===== src/logic/sfc_pkg.sv =====
// Constants, types and timing of the serial flash configuration port
package sfc_pkg;
	// ==========================================================
	// Clock rates
	localparam int MCLK_HZ = 200_000_000;
	localparam int RATE0_HZ = 12_500_000;
	localparam int RATE1_HZ = 25_000_000;
	localparam int RATE2_HZ = 50_000_000;
	localparam int RATE3_HZ = 100_000_000;
	localparam int DIV_W = 8;
	localparam logic [1:0] RATE_DEFAULT = 2'h0;
	// Half periods of the serial clock in mclk cycles
	localparam logic [DIV_W-1:0] HALF0 = DIV_W'(MCLK_HZ / (2 * RATE0_HZ));
	localparam logic [DIV_W-1:0] HALF1 = DIV_W'(MCLK_HZ / (2 * RATE1_HZ));
	localparam logic [DIV_W-1:0] HALF2 = DIV_W'(MCLK_HZ / (2 * RATE2_HZ));
	localparam logic [DIV_W-1:0] HALF3 = DIV_W'(MCLK_HZ / (2 * RATE3_HZ));
	// ==========================================================
	// Flash command frame
	localparam int HDR_BITS = 32;
	localparam logic [7:0] CMD_READ_X1 = 8'h03;
	localparam logic [7:0] CMD_READ_X4 = 8'h6B;
	localparam logic [5:0] DUMMY_X1 = 6'h00;
	localparam logic [5:0] DUMMY_X4 = 6'h08;
	localparam logic [5:0] HDR_CNT = 6'h20;
	localparam logic [3:0] STEP_X1 = 4'h1;
	localparam logic [3:0] STEP_X4 = 4'h4;
	localparam logic [3:0] BYTE_BITS = 4'h8;
	localparam int MAX_FLASH = 3;
	localparam int FIFO_DEPTH = 32;
	localparam int LEN_W = 16;

	typedef enum logic [1:0] {
		ST_IDLE,
		ST_SHIFT,
		ST_READ,
		ST_FLUSH
	} sfc_state_t;

	function automatic logic [DIV_W-1:0] halfCycles(input logic [1:0] sel);
		logic [DIV_W-1:0] h;
		h = HALF0;
		case (sel)
			2'h1: h = HALF1;
			2'h2: h = HALF2;
			2'h3: h = HALF3;
			default: h = HALF0;
		endcase
		return h;
	endfunction
endpackage


===== src/logic/sfc_stream_if.sv =====
// Byte stream carrier between the port engine and its FIFO
`timescale 1ns/1ps
interface sfc_stream_if #(parameter int WIDTH = 8);
	logic valid;
	logic ready;
	logic [WIDTH-1:0] data;
	modport src (output valid, output data, input ready);
	modport snk (input valid, input data, output ready);
endinterface


===== src/logic/sfc_fifo.sv =====
// Parameterised FIFO with valid and ready on both sides
`timescale 1ns/1ps
module sfc_fifo #(
	parameter int WIDTH = 8,
	parameter int DEPTH = 32
) (
	input wire logic clk,
	input wire logic rstn,
	sfc_stream_if.snk wr,
	sfc_stream_if.src rd
);
	localparam int AW = $clog2(DEPTH);

	logic [WIDTH-1:0] mem [DEPTH];
	logic [AW-1:0] wrPtr_reg, wrPtr_next, rdPtr_reg, rdPtr_next;
	logic [AW:0] count_reg, count_next;
	logic push, pop;

	// ==========================================================
	// Pointer and fill level; full and empty follow the count exactly
	assign wr.ready = (count_reg != (AW+1)'(DEPTH));
	assign rd.valid = (count_reg != '0);
	assign rd.data = mem[rdPtr_reg];
	assign push = wr.valid && wr.ready;
	assign pop = rd.valid && rd.ready;

	always_comb begin
		wrPtr_next = wrPtr_reg;
		rdPtr_next = rdPtr_reg;
		count_next = count_reg;
		if (push) begin
			wrPtr_next = (wrPtr_reg == AW'(DEPTH - 1)) ? '0 : wrPtr_reg + 1'b1;
		end
		if (pop) begin
			rdPtr_next = (rdPtr_reg == AW'(DEPTH - 1)) ? '0 : rdPtr_reg + 1'b1;
		end
		if (push && !pop) begin
			count_next = count_reg + 1'b1;
		end else if (pop && !push) begin
			count_next = count_reg - 1'b1;
		end
	end

	always_ff @(posedge clk or negedge rstn) begin
		if (!rstn) begin
			wrPtr_reg <= '0;
			rdPtr_reg <= '0;
			count_reg <= '0;
		end else begin
			wrPtr_reg <= wrPtr_next;
			rdPtr_reg <= rdPtr_next;
			count_reg <= count_next;
		end
	end

	// Storage carries no reset so it can map onto plain RAM
	always_ff @(posedge clk) begin
		if (push) begin
			mem[wrPtr_reg] <= wr.data;
		end
	end
endmodule // sfc_fifo


===== src/logic/sfc_config_port.sv =====
// Active serial configuration port: flash read engine, clock divider, pin control
`timescale 1ns/1ps
module sfc_config_port #(
	parameter int NUM_FLASH = 3,
	parameter int DEPTH = sfc_pkg::FIFO_DEPTH
) (
	input wire logic mclk,
	input wire logic rstn,
	input wire logic configRequestLow,
	input wire logic deviceEnableLow,
	input wire logic readStart,
	input wire logic [1:0] readSelect,
	input wire logic [23:0] readAddr,
	input wire logic [sfc_pkg::LEN_W-1:0] readLen,
	input wire logic fourBitReadWidth,
	input wire logic [1:0] clockRateSel,
	input wire logic [3:0] serialReadDataIn,
	output logic configSerialClock,
	output logic configSerialClockOe,
	output logic serialCommandOut,
	output logic serialCommandOutOe,
	output logic [sfc_pkg::MAX_FLASH-1:0] flashSelectOutLow,
	output logic flashSelectOe,
	output logic busy,
	output logic readDone,
	output logic outValid,
	output logic [7:0] outData,
	input wire logic outReady
);
	// ==========================================================
	// Pin synchronisers
	logic [5:0] syncA_reg, syncB_reg;
	logic cfgReqLowS, devEnLowS, holdOff, floatPins;
	logic [3:0] dinS;

	always_ff @(posedge mclk or negedge rstn) begin
		if (!rstn) begin
			syncA_reg <= 6'h00;
			syncB_reg <= 6'h00;
		end else begin
			syncA_reg <= {configRequestLow, deviceEnableLow, serialReadDataIn};
			syncB_reg <= syncA_reg;
		end
	end

	assign cfgReqLowS = syncB_reg[5];
	assign devEnLowS = syncB_reg[4];
	assign dinS = syncB_reg[3:0];
	// Request low resets the engine; with enable high the pins float too
	assign holdOff = !cfgReqLowS;
	assign floatPins = !cfgReqLowS && devEnLowS;

	// ==========================================================
	// Engine state
	sfc_pkg::sfc_state_t state_reg, state_next;
	logic [31:0] shift_reg, shift_next;
	logic [5:0] bitCnt_reg, bitCnt_next;
	logic [5:0] hdrEnd_reg, hdrEnd_next;
	logic [7:0] acc_reg, acc_next;
	logic [3:0] accCnt_reg, accCnt_next;
	logic [sfc_pkg::LEN_W-1:0] left_reg, left_next;
	logic pend_reg, pend_next;
	logic [7:0] pendData_reg, pendData_next;
	logic x4_reg, x4_next;
	logic [1:0] sel_reg, sel_next;
	logic [1:0] rate_reg, rate_next;
	logic sclk_reg, sclk_next;
	logic [sfc_pkg::DIV_W-1:0] div_reg, div_next;
	logic done_reg, done_next;
	logic run, tick, fall;
	logic [7:0] accNew;
	logic [3:0] accCntNew;

	sfc_stream_if #(.WIDTH(8)) fifoIn ();
	sfc_stream_if #(.WIDTH(8)) fifoOut ();

	assign fifoIn.valid = pend_reg;
	assign fifoIn.data = pendData_reg;

	// A full FIFO freezes the divider, so the flash simply sees a slower clock
	assign run = (state_reg == sfc_pkg::ST_SHIFT || state_reg == sfc_pkg::ST_READ)
		&& !(pend_reg && !fifoIn.ready);
	assign tick = run && (div_reg == '0);
	assign fall = tick && sclk_reg;

	// Next state of the read engine
	always_comb begin
		state_next = state_reg;
		shift_next = shift_reg;
		bitCnt_next = bitCnt_reg;
		hdrEnd_next = hdrEnd_reg;
		acc_next = acc_reg;
		accCnt_next = accCnt_reg;
		left_next = left_reg;
		pend_next = pend_reg;
		pendData_next = pendData_reg;
		x4_next = x4_reg;
		sel_next = sel_reg;
		rate_next = rate_reg;
		sclk_next = sclk_reg;
		div_next = div_reg;
		done_next = 1'b0;
		accNew = x4_reg ? {acc_reg[3:0], dinS} : {acc_reg[6:0], dinS[1]};
		accCntNew = accCnt_reg + (x4_reg ? sfc_pkg::STEP_X4 : sfc_pkg::STEP_X1);
		if (pend_reg && fifoIn.ready) begin
			pend_next = 1'b0;
		end
		// Divider: the serial clock is derived here and driven out
		if (tick) begin
			div_next = sfc_pkg::halfCycles(rate_reg) - 1'b1;
			sclk_next = !sclk_reg;
		end else if (run) begin
			div_next = div_reg - 1'b1;
		end
		unique case (state_reg)
			sfc_pkg::ST_IDLE: begin
				sclk_next = 1'b0;
				if (readStart && !devEnLowS && readLen != '0
					&& 32'(readSelect) < NUM_FLASH) begin
					state_next = sfc_pkg::ST_SHIFT;
					x4_next = fourBitReadWidth;
					sel_next = readSelect;
					rate_next = clockRateSel;
					shift_next = {fourBitReadWidth ? sfc_pkg::CMD_READ_X4
						: sfc_pkg::CMD_READ_X1, readAddr};
					hdrEnd_next = sfc_pkg::HDR_CNT
						+ (fourBitReadWidth ? sfc_pkg::DUMMY_X4 : sfc_pkg::DUMMY_X1);
					bitCnt_next = '0;
					accCnt_next = '0;
					left_next = readLen;
					div_next = sfc_pkg::halfCycles(clockRateSel) - 1'b1;
				end
			end
			sfc_pkg::ST_SHIFT: begin
				if (fall) begin
					shift_next = {shift_reg[30:0], 1'b0};
					bitCnt_next = bitCnt_reg + 1'b1;
					if (bitCnt_reg + 1'b1 == hdrEnd_reg) begin
						state_next = sfc_pkg::ST_READ;
					end
				end
			end
			sfc_pkg::ST_READ: begin
				// Below the fastest rate each falling edge latches what the flash put out on the one before
				if (fall) begin
					acc_next = accNew;
					accCnt_next = accCntNew;
					if (accCntNew == sfc_pkg::BYTE_BITS) begin
						accCnt_next = '0;
						pend_next = 1'b1;
						pendData_next = accNew;
						left_next = left_reg - 1'b1;
						if (left_reg == 1) begin
							state_next = sfc_pkg::ST_FLUSH;
						end
					end
				end
			end
			sfc_pkg::ST_FLUSH: begin
				sclk_next = 1'b0;
				if (!pend_reg) begin
					state_next = sfc_pkg::ST_IDLE;
					done_next = 1'b1;
				end
			end
		endcase
		if (holdOff) begin
			state_next = sfc_pkg::ST_IDLE;
			sclk_next = 1'b0;
			pend_next = 1'b0;
			rate_next = sfc_pkg::RATE_DEFAULT;
		end
	end

	always_ff @(posedge mclk or negedge rstn) begin
		if (!rstn) begin
			state_reg <= sfc_pkg::ST_IDLE;
			shift_reg <= '0;
			bitCnt_reg <= '0;
			hdrEnd_reg <= '0;
			acc_reg <= '0;
			accCnt_reg <= '0;
			left_reg <= '0;
			pend_reg <= 1'b0;
			pendData_reg <= '0;
			x4_reg <= 1'b0;
			sel_reg <= '0;
			rate_reg <= sfc_pkg::RATE_DEFAULT;
			sclk_reg <= 1'b0;
			div_reg <= '0;
			done_reg <= 1'b0;
		end else begin
			state_reg <= state_next;
			shift_reg <= shift_next;
			bitCnt_reg <= bitCnt_next;
			hdrEnd_reg <= hdrEnd_next;
			acc_reg <= acc_next;
			accCnt_reg <= accCnt_next;
			left_reg <= left_next;
			pend_reg <= pend_next;
			pendData_reg <= pendData_next;
			x4_reg <= x4_next;
			sel_reg <= sel_next;
			rate_reg <= rate_next;
			sclk_reg <= sclk_next;
			div_reg <= div_next;
			done_reg <= done_next;
		end
	end

	// ==========================================================
	// Pin registers; the outputs lag the engine by one mclk
	logic sclkO_reg, sclkO_next, cmdO_reg, cmdO_next, cmdOe_reg, cmdOe_next;
	logic oe_reg, oe_next, busy_reg, busy_next;
	logic [sfc_pkg::MAX_FLASH-1:0] selO_reg, selO_next;
	logic active;

	assign active = (state_reg == sfc_pkg::ST_SHIFT || state_reg == sfc_pkg::ST_READ);

	// One select per flash, shared clock and data lines
	genvar gi;
	generate
		for (gi = 0; gi < sfc_pkg::MAX_FLASH; gi++) begin : gSel
			assign selO_next[gi] = !(gi < NUM_FLASH && active && !holdOff
				&& sel_reg == 2'(gi));
		end
	endgenerate

	always_comb begin
		sclkO_next = sclk_reg;
		cmdO_next = shift_reg[31];
		// In four-bit reads the first data line turns round to an input
		cmdOe_next = !floatPins && !(x4_reg && state_reg == sfc_pkg::ST_READ);
		oe_next = !floatPins;
		busy_next = (state_reg != sfc_pkg::ST_IDLE);
	end

	always_ff @(posedge mclk or negedge rstn) begin
		if (!rstn) begin
			sclkO_reg <= 1'b0;
			cmdO_reg <= 1'b0;
			cmdOe_reg <= 1'b0;
			oe_reg <= 1'b0;
			busy_reg <= 1'b0;
			selO_reg <= '1;
		end else begin
			sclkO_reg <= sclkO_next;
			cmdO_reg <= cmdO_next;
			cmdOe_reg <= cmdOe_next;
			oe_reg <= oe_next;
			busy_reg <= busy_next;
			selO_reg <= selO_next;
		end
	end

	// ==========================================================
	// Read data buffer and registered output stage
	sfc_fifo #(.WIDTH(8), .DEPTH(DEPTH)) uFifo (
		.clk(mclk),
		.rstn(rstn),
		.wr(fifoIn),
		.rd(fifoOut)
	);

	logic oV_reg, oV_next;
	logic [7:0] oD_reg, oD_next;

	assign fifoOut.ready = !oV_reg || outReady;

	always_comb begin
		oV_next = oV_reg;
		oD_next = oD_reg;
		if (fifoOut.ready) begin
			oV_next = fifoOut.valid;
			if (fifoOut.valid) begin
				oD_next = fifoOut.data;
			end
		end
	end

	always_ff @(posedge mclk or negedge rstn) begin
		if (!rstn) begin
			oV_reg <= 1'b0;
			oD_reg <= '0;
		end else begin
			oV_reg <= oV_next;
			oD_reg <= oD_next;
		end
	end

	assign configSerialClock = sclkO_reg;
	assign configSerialClockOe = oe_reg;
	assign serialCommandOut = cmdO_reg;
	assign serialCommandOutOe = cmdOe_reg;
	assign flashSelectOutLow = selO_reg;
	assign flashSelectOe = oe_reg;
	assign busy = busy_reg;
	assign readDone = done_reg;
	assign outValid = oV_reg;
	assign outData = oD_reg;
endmodule // sfc_config_port


===== config.mk =====
export PLATFORM = sky130hd
export DESIGN_NAME = sfc_config_port
export DESIGN_NICKNAME = d
export VERILOG_FILES = /design/src/logic/sfc_pkg.sv /design/src/logic/sfc_stream_if.sv /design/src/logic/sfc_fifo.sv /design/src/logic/sfc_config_port.sv
export SDC_FILE = /design/constraint.sdc
export NUM_CORES = 1
export LEC_CHECK = 0
export BUFFER_PORTS_ARGS = -buffer_cell sky130_fd_sc_hd__buf_2
export CORE_MARGIN = 1.5
export CORE_UTILIZATION = 40
export DETAILED_ROUTE_END_ITERATION = 7
export PLACE_DENSITY_LB_ADDON = 0.05
export SLEW_MARGIN = 20
export SYNTH_ARGS = -nofsm -noshare
export SYNTH_HDL_FRONTEND = slang
export SYNTH_SLANG_ARGS = --single-unit

===== constraint.sdc =====
create_clock -name mclk -period 4.75 [get_ports mclk]
set_input_delay 0.475 -clock mclk [delete_from_list [all_inputs] [get_ports mclk]]
set_output_delay 0.475 -clock mclk [all_outputs]
set_load 0.02 [all_outputs]

==> results of run 1 <==
cell usage in the layout (no fill, tap or decap), drive strengths merged, types with 14 or more instances in the layout:
cell    count
inv        23
clkbuf     59
o21ai      69
dfrtp     134
edfxtp    256
clkinv     17
or3        14
buf        87
a21oi      37
mux2i      45
ha         26
nor2       76
nand2     100
nand3      17
mux4       80
layout make-up:
class | instances | area share [%]
flip-flops and latches | 393 | 58.6
clock inverters | 22 | 1.26
repair buffers | 93 | 2.96
well taps | 532 | 3.50
clock buffers | 59 | 6.25
inverters | 22 | 0.435
multi-input cells | 609 | 27.0
report_power, final:
group	internal, mW	switching (mW)
sequential	3.95	0.486
combinational	0.874	0.926
clock	1.98	1.36
worst max path at each step:
stage,startpoint,endpoint,cells past startpoint
after floorplan,uFifo.count_reg[0],uFifo.count_reg[5],13
after global placement,uFifo.count_reg[0],uFifo.count_reg[5],13
after detailed placement,uFifo.count_reg[0],uFifo.count_reg[5],13
after CTS,uFifo.count_reg[0],uFifo.count_reg[5],13
after global routing,uFifo.count_reg[0],uFifo.count_reg[5],13
final,uFifo.count_reg[0],uFifo.count_reg[5],13
layer usage:
| metal | track usage (%) | vias up |
|---|---|---|
| met5 | 0 | - |
| met4 | 5.25 | 2 |
| met3 | 3.30 | 50 |
| met2 | 27.4 | 177 |
| met1 | 24.0 | 4603 |
| li1 | - | 4322 |
metrics by stage:
step                      instance area (sq um)  power, mW
after floorplan                           16600       5.81
after global placement                    17500       6.32
after detailed placement                  17500       6.33
after CTS                                 19000       9.73
after global routing                      19000       10.1
final                                     19000       9.58
cell families after synthesis:
kind of cell,Yosys count,synth area share (%)
xor gates and xnor gates,11,0.582
muxes,132,14.1
and+or+nand+nor,266,7.40
adders and majority gates,27,2.09
DFF,393,67.2
buffers and inverters,77,2.02
AOI/OAI and AO/OA,173,6.68
what timing repair did:
| item | 4_1_cts | 5_1_grt |
|---|---|---|
| endpoints found under the hold margin | 69 | 0 |
| hold buffers | 6 | 0 |
| setup buffers | 0 | 0 |
==> results.toml, run 1 <==
[run_status]
outcome = "complete, no violations"

[sta]
drv_slew = 0
tns_ns = 0
post-route-period-util_pct = 76.6
slew_headroom_pct = 30.3
tightest_slew_ns = 1.05
fin_skew_ns = 0.0268
whs_ns = 0.0426
hold_viol = 0
rsz0062_at_grt = "false"
finalCriticalPeriod_ns = 3.64
worst_slack_ns = 1.11
setup-violations-final = 0
fmax_mhz = 275

[setup_path]
cp-end-kind = "flip-flop"
r2r-start = "uFifo.count_reg[0]"
startpoint_type = "flip-flop"
path_buf_inv = 2
cpMaxStageDelayCell = "or3_4"
ff2ff_path_depth = 13
reg2reg_slack_ns = 1.11
cpPeakStageDelay_ns = 0.44
cpMostUsedCell = "ha_1"
cp_cell_sequence = "or3_4 -> or3_1 -> o21ai_1 -> clkinv_1 -> ha_1 -> inv_1 -> ha_1 -> a21o_1 -> a21oi_1 -> o21bai_1 -> mux2i_1 -> o211ai_1 -> xnor2_1"
cp.arrival_ns = 4.10
r2r_end = "uFifo.count_reg[5]"
cpLargestDelayFamily = "compound AO/OA/AOI/OAI gates"
crit_fanout = 9
crit_type = "reg2reg"
crit_required_ns = 5.21

[logic_synthesis]
synth_top_area_share_pct = 46.4
syn-num-nets = 1161
avgSynthCellArea_sq_um = 15.3
yosys_warnings = 0
netlist_top_cells_count = "256 x edfxtp_1, 134 x dfrtp_1, 100 x nand2_1"
yosysUniqueCellTypes = 72
synth_top_area_cell = "edfxtp_1"
synth_edf_count = 256
netlist_instances = 1079
synth_top_cells_by_area = "edfxtp_1 46%, dfrtp_1 20%, mux4_2 11%, mux2i_1 2.7%, nand2_1 2.3%"
synthesis.area_sq_mm = 0.0166
synth.most_common_cell = "edfxtp_1"
seq_area_frac_synth_pct = 67.2
synth-main-ff-cell = "edfxtp_1"
synth-seq-cells = 393
async_flop_share_pct = 34.9

[cells_and_area]
area_delta_synth_final_pct = 14.7
antenna_cells = 0
nets = 1245
largest_register_ffs = 256
fillers = 3585
fin_cells = 1730
utilization_pct = 46.5
register_area_sq_mm = 0.0111
multi_input_area_sq_mm = 0.00512
drive_gt1_share_pct = 22.2

[place]
port_buffers = 73
hpwlAfterDp_mm = 22.0
placed_cells = 1643
routabilityCongestion = 0.743
dp_slack_ns = 1.07

[hold_path]
hp-class = "in2reg"
hold-path-cell-count = 1
hold_end = "syncA_reg[2]"
hold_start = "serialReadDataIn[2]"

[global_routing]
grt_overflow_total = 0
grt_pass1_wl_mm = 55.0
antenna_found_initial = 1
grt_max_degree = 70
grt_use_total_pct = 17.2
grt_pass1_vias = 9248

[power_and_ir_drop]
ir_worst_vdd_v = 0.000309
cellPowerDensity_mw_per_mm2 = 504
leakagePower_nw = 6.18

[drt]
drt-initial-drc-count = 515
avgViaCountPerCell = 5.29
wl_met1_mm = 16.0
drt-pass1-iter-count = 5
drc = 0
dr_wl_met3_mm = 1.64
vias = 9154
highest_layer = "met5"
routedWlPerCell_um = 20.3
dr_wl_met2_mm = 16.7
drt-total-wl_mm = 35.2
drtAntennaViolNets = 0

[clocking]
clk_latency_ns = 0.58
cts.repair.resized = 0
clock-sinks = 393
cts_tree = "built"
clk_pin_slew_ns = 0.06
cts_inserted_buffers = 44
root_buffer = "clkbuf_16"
clockBufferDepth = 3
htreeDepth = 2

[floorplanning]
start_util_pct = 40.5
ios = 74
row_count = 74
die_h_um = 206
dieWidth_um = 206
coreArea_sq_mm = 0.0408
fp.dieArea_sq_mm = 0.0426

[job]
cap_violations = 0
No activity file was read; power rests on OpenSTA's default activity.
==> run 2: changes to the inputs <==
==> constraint.sdc (replaced) <==
create_clock -name mclk -period 3.68 [get_ports mclk]
set_input_delay 0.368 -clock mclk [delete_from_list [all_inputs] [get_ports mclk]]
set_output_delay 0.368 -clock mclk [all_outputs]
set_load 0.02 [all_outputs]
==> results.toml, run 2 (synthesis gave the netlist of run 1 again) <==
[run_status]
outcome = "complete, no violations"

[floorplanning]
dieWidth_um = 206
ios = 74
fp.dieArea_sq_mm = 0.0426
die_h_um = 206
row_count = 74
coreArea_sq_mm = 0.0408
start_util_pct = 40.5

[sta]
tightest_slew_ns = 0.987
tns_ns = 0
drv_slew = 0
whs_ns = 0.0508
post-route-period-util_pct = 86.6
slew_headroom_pct = 34.0
finalCriticalPeriod_ns = 3.19
hold_viol = 0
rsz0062_at_grt = "false"
setup-violations-final = 0
fmax_mhz = 314
fin_skew_ns = 0.0178

[cells_and_area]
finalInstanceArea_sq_mm = 0.0191
fillers = 3552
nets = 1256
antenna_cells = 0
register_area_sq_mm = 0.0111
drive_gt1_share_pct = 22.2
area_delta_synth_final_pct = 15.1
final_common_cell = "edfxtp_1"
final_cell_mix = "256 x edfxtp_1, 125 x dfrtp_1, 100 x nand2_1"
largest_register_ffs = 256
multi_input_area_sq_mm = 0.00512
utilization_pct = 46.7

[global_routing]
grt_max_degree = 63
grt_pass1_wl_mm = 55.8
grt_overflow_total = 0
antenna_found_initial = 0
grt_use_total_pct = 17.4
grt_pass1_vias = 9491

[place]
routabilityCongestion = 0.746
port_buffers = 73
placed_cell_area_sq_mm = 0.0176
hpwlAfterDp_mm = 22.7

[clocking]
cts.repair.resized = 0
cts_inserted_buffers = 44
clockBufferDepth = 3
cts_tree = "built"
clk_latency_ns = 0.56
clk_pin_slew_ns = 0.06
htreeDepth = 2
root_buffer = "clkbuf_16"
clock-sinks = 393

[setup_path]
crit_type = "reg2reg"
startpoint_type = "flip-flop"
ff2ff_path_depth = 13
r2r-start = "uFifo.count_reg[0]"
reg2reg_slack_ns = 0.49
r2r_end = "uFifo.count_reg[5]"
crit_fanout = 5
crit_required_ns = 4.12
cp.arrival_ns = 3.63
cp-end-kind = "flip-flop"

[hold_path]
hold_end = "shift_reg[0]"
hold-path-cell-count = 3
hold_start = "readAddr[0]"
hp-class = "in2reg"

[drt]
drt-initial-drc-count = 512
drtAntennaViolNets = 0
avgViaCountPerCell = 5.24
routedWlPerCell_um = 20.3
vias = 9134
drt-total-wl_mm = 35.4
drc = 0
drt-pass1-iter-count = 5

[job]
cap_violations = 0

[power_and_ir_drop]
ir_worst_vdd_v = 0.000453
cellPowerDensity_mw_per_mm2 = 646
leakagePower_nw = 6.22
==> run 2: report_power, final <==
part	switching, mW	total [mW]	internal (mW)
Clock	1.73	4.21	2.48
Combinational	1.35	2.52	1.17
Sequential	0.475	5.58	5.10
Total	3.55	12.3	8.75
==> run 2: area by class of cell <==
class / instances / area share, %
clock buffers: 60 / 6.26
clock inverters: 22 / 0.959
inverters: 22 / 0.433
multi-input cells: 609 / 26.9
flip-flops and latches: 393 / 58.4
well taps: 532 / 3.49
repair buffers: 104 / 3.56
==> run 2: critical path, cell delays in order (launching register included) <==
cell and delay (ns):
dfrtp_1 0.43, or3_4 0.43, or3_1 0.35, o21ai_1 0.19
clkinv_1 0.11, ha_1 0.24, inv_1 0.17, ha_1 0.26
a21o_1 0.18, a21oi_1 0.21, o21bai_1 0.10, mux2i_1 0.15
o211ai_1 0.11, xnor2_1 0.14
==> run 2: timing repair <==
action                    CTS  global route
hold buffers               10             0
hold endpoints to repair   69             0
setup buffers               0             0
==> run 2: worst max-delay path by stage <==
| stage | startpoint | to | slack [ns] |
|---|---|---|---|
| after floorplan | uFifo.count_reg[0] | uFifo.count_reg[5] | 0.30 |
| after global placement | uFifo.count_reg[0] | uFifo.count_reg[5] | 0.47 |
| after detailed placement | uFifo.count_reg[0] | uFifo.count_reg[5] | 0.45 |
| after CTS | uFifo.count_reg[0] | uFifo.count_reg[5] | 0.45 |
| after global routing | uFifo.count_reg[0] | uFifo.count_reg[5] | 0.25 |
| final | uFifo.count_reg[0] | uFifo.count_reg[5] | 0.49 |
==> run 2: metal layers <==
metal	global-route usage, %	wire (um)
met4	4.74	690
met1	23.9	16300
met3	3.26	1470
met5	0	0
met2	28.3	17000
==> run 2: per-stage QoR <==
stage / std cells / setup slack (ns) / total power [mW]
global placement: 1650 / 0.468 / 8.19
finish: 1742 / 0.492 / 12.3
floorplan: 1079 / 0.298 / 7.51
CTS: 1742 / 0.447 / 12.5
global route: 1742 / 0.247 / 13.0
detailed placement: 1650 / 0.455 / 8.23
==> run 3: changes to the inputs <==
--- a/config.mk
+++ b/config.mk
@@ -7,7 +7,7 @@
 export LEC_CHECK = 0
 export BUFFER_PORTS_ARGS = -buffer_cell sky130_fd_sc_hd__buf_2
 export CORE_MARGIN = 1.5
-export CORE_UTILIZATION = 40
+export CORE_UTILIZATION = 55
 export DETAILED_ROUTE_END_ITERATION = 7
 export PLACE_DENSITY_LB_ADDON = 0.05
 export SLEW_MARGIN = 20
==> results.toml, run 3 (synthesis gave the netlist of run 1 again) <==
[cells_and_area]
nets = 1243
antenna_cells = 0
final_cell_mix = "256 x edfxtp_1, 125 x dfrtp_1, 100 x nand2_1"
largest_register_ffs = 256
fillers = 2210
drive_gt1_share_pct = 21.9
final_common_cell = "edfxtp_1"
utilization_pct = 63.3
area_delta_synth_final_pct = 13.3

[drt]
drt-initial-drc-count = 701
drt-pass1-iter-count = 5
vias = 9206
drtAntennaViolNets = 0
routedWlPerCell_um = 20.9
drt-total-wl_mm = 33.1
avgViaCountPerCell = 5.82
drc = 0

[sta]
fin_skew_ns = 0.0161
rsz0062_at_grt = "false"
tns_ns = 0
post-route-period-util_pct = 89.5
finalCriticalPeriod_ns = 3.29
hold_viol = 0
tightest_slew_ns = 1.04
drv_slew = 0
slew_headroom_pct = 30.6
fmax_mhz = 304
setup-violations-final = 0

[setup_path]
crit_type = "reg2reg"
crit_required_ns = 4.09
cp-end-kind = "flip-flop"
cp.arrival_ns = 3.70
startpoint_type = "flip-flop"
crit_fanout = 5

[clocking]
clockBufferDepth = 3
root_buffer = "clkbuf_16"
cts_inserted_buffers = 40
clk_pin_slew_ns = 0.06
clk_latency_ns = 0.53
htreeDepth = 2
clock-sinks = 393
cts_tree = "built"

[place]
port_buffers = 73
hpwlAfterDp_mm = 21.0
routabilityCongestion = 0.784

[global_routing]
grt_pass1_vias = 9192
grt_overflow_total = 0
grt_pass1_wl_mm = 52.9
antenna_found_initial = 0
grt_max_degree = 87
grt_use_total_pct = 22.2

[power_and_ir_drop]
cellPowerDensity_mw_per_mm2 = 647
ir_worst_vdd_v = 0.000431
leakagePower_nw = 6.15

[job]
cap_violations = 0

[floorplanning]
die_h_um = 177
start_util_pct = 55.9
ios = 74
dieWidth_um = 177
coreArea_sq_mm = 0.0296
row_count = 63
fp.dieArea_sq_mm = 0.0312

[run_status]
outcome = "complete, no violations"

[hold_path]
hp-class = "in2reg"
-- run 3: cell types whose count changed in the layout (fill, tap and decap cells not counted), moves of 2 or more --
cell / before / now
clkbuf_1: 14 / 11
clkinv_1: 9 / 5
buf_4: 17 / 12
clkbuf_16: 45 / 43
clkinv_2: 9 / 6
dlygate4sd3_1: 10 / 7
inv_6: 2 / 0
-- run 3: worst max-delay path, stage by stage (launching register included) --
cell,delay (ns)
dfrtp_1,0.43
or3_4,0.43
or3_1,0.37
o21ai_2,0.23
clkinv_1,0.13
ha_1,0.25
inv_1,0.17
ha_1,0.26
a21o_1,0.18
a21oi_1,0.21
o21bai_1,0.11
mux2i_1,0.15
o211ai_1,0.12
xnor2_1,0.14
-- run 3: final cells by class --
type	instances	area, sq um	area share, %
sequential	393	11100	59.4
multi-input combinational	609	5130	27.3
clock buffer	56	1140	6.10
clock inverter	16	189	1.01
tap	390	488	2.60
inverter	22	82.6	0.440
timing repair buffer	95	592	3.16
-- run 3: worst paths after layout --
kind	start	to	slack, ns	cells after the start
worst max-delay path	uFifo.count_reg[0]	uFifo.count_reg[5]	0.39	13
worst min-delay path	clockRateSel[0]	div_reg[2]	0.06	2
worst max register to register	uFifo.count_reg[0]	uFifo.count_reg[5]	0.39	13
worst min register to register	syncA_reg[0]	syncB_reg[0]	0.35	0
max in group asynchronous	rstn	uFifo.rdPtr_reg[0]	2.37	3
min in group asynchronous	rstn	left_reg[7]	0.45	2
-- run 3: timing repair --
item,in CTS,in global routing
hold buffers,7,0
setup buffers,0,0
gates resized for setup,0,1
hold endpoints to repair,91,0
setup endpoints to repair,0,1
-- run 3: per-stage QoR --
step                total power [mW]  cell area [sq um]  hold WS (ns)  std cells  worst slack, ns
detailed placement              8.14              17300         0.335       1502            0.283
finish                          12.1              18800        0.0578       1581            0.386
global placement                8.07              17300         0.333       1502            0.352
floorplan                       7.51              16600        0.0724       1079            0.298
global route                    12.8              18800        0.0612       1581            0.106
CTS                             12.2              18700        0.0364       1581            0.276
-- run 3: routing by layer --
metal / GRT usage, % / share of wire, %
met1: 32.1 / 45
met2: 36.0 / 49
met3: 3.45 / 4.3
met4: 5.19 / 1.7
met5: 0 / 0
-- run 3: report_power, final --
group          internal (mW)  switching [mW]
Clock                   2.46            1.64
Combinational           1.13            1.26
Sequential              5.10           0.545
Total                   8.69            3.44
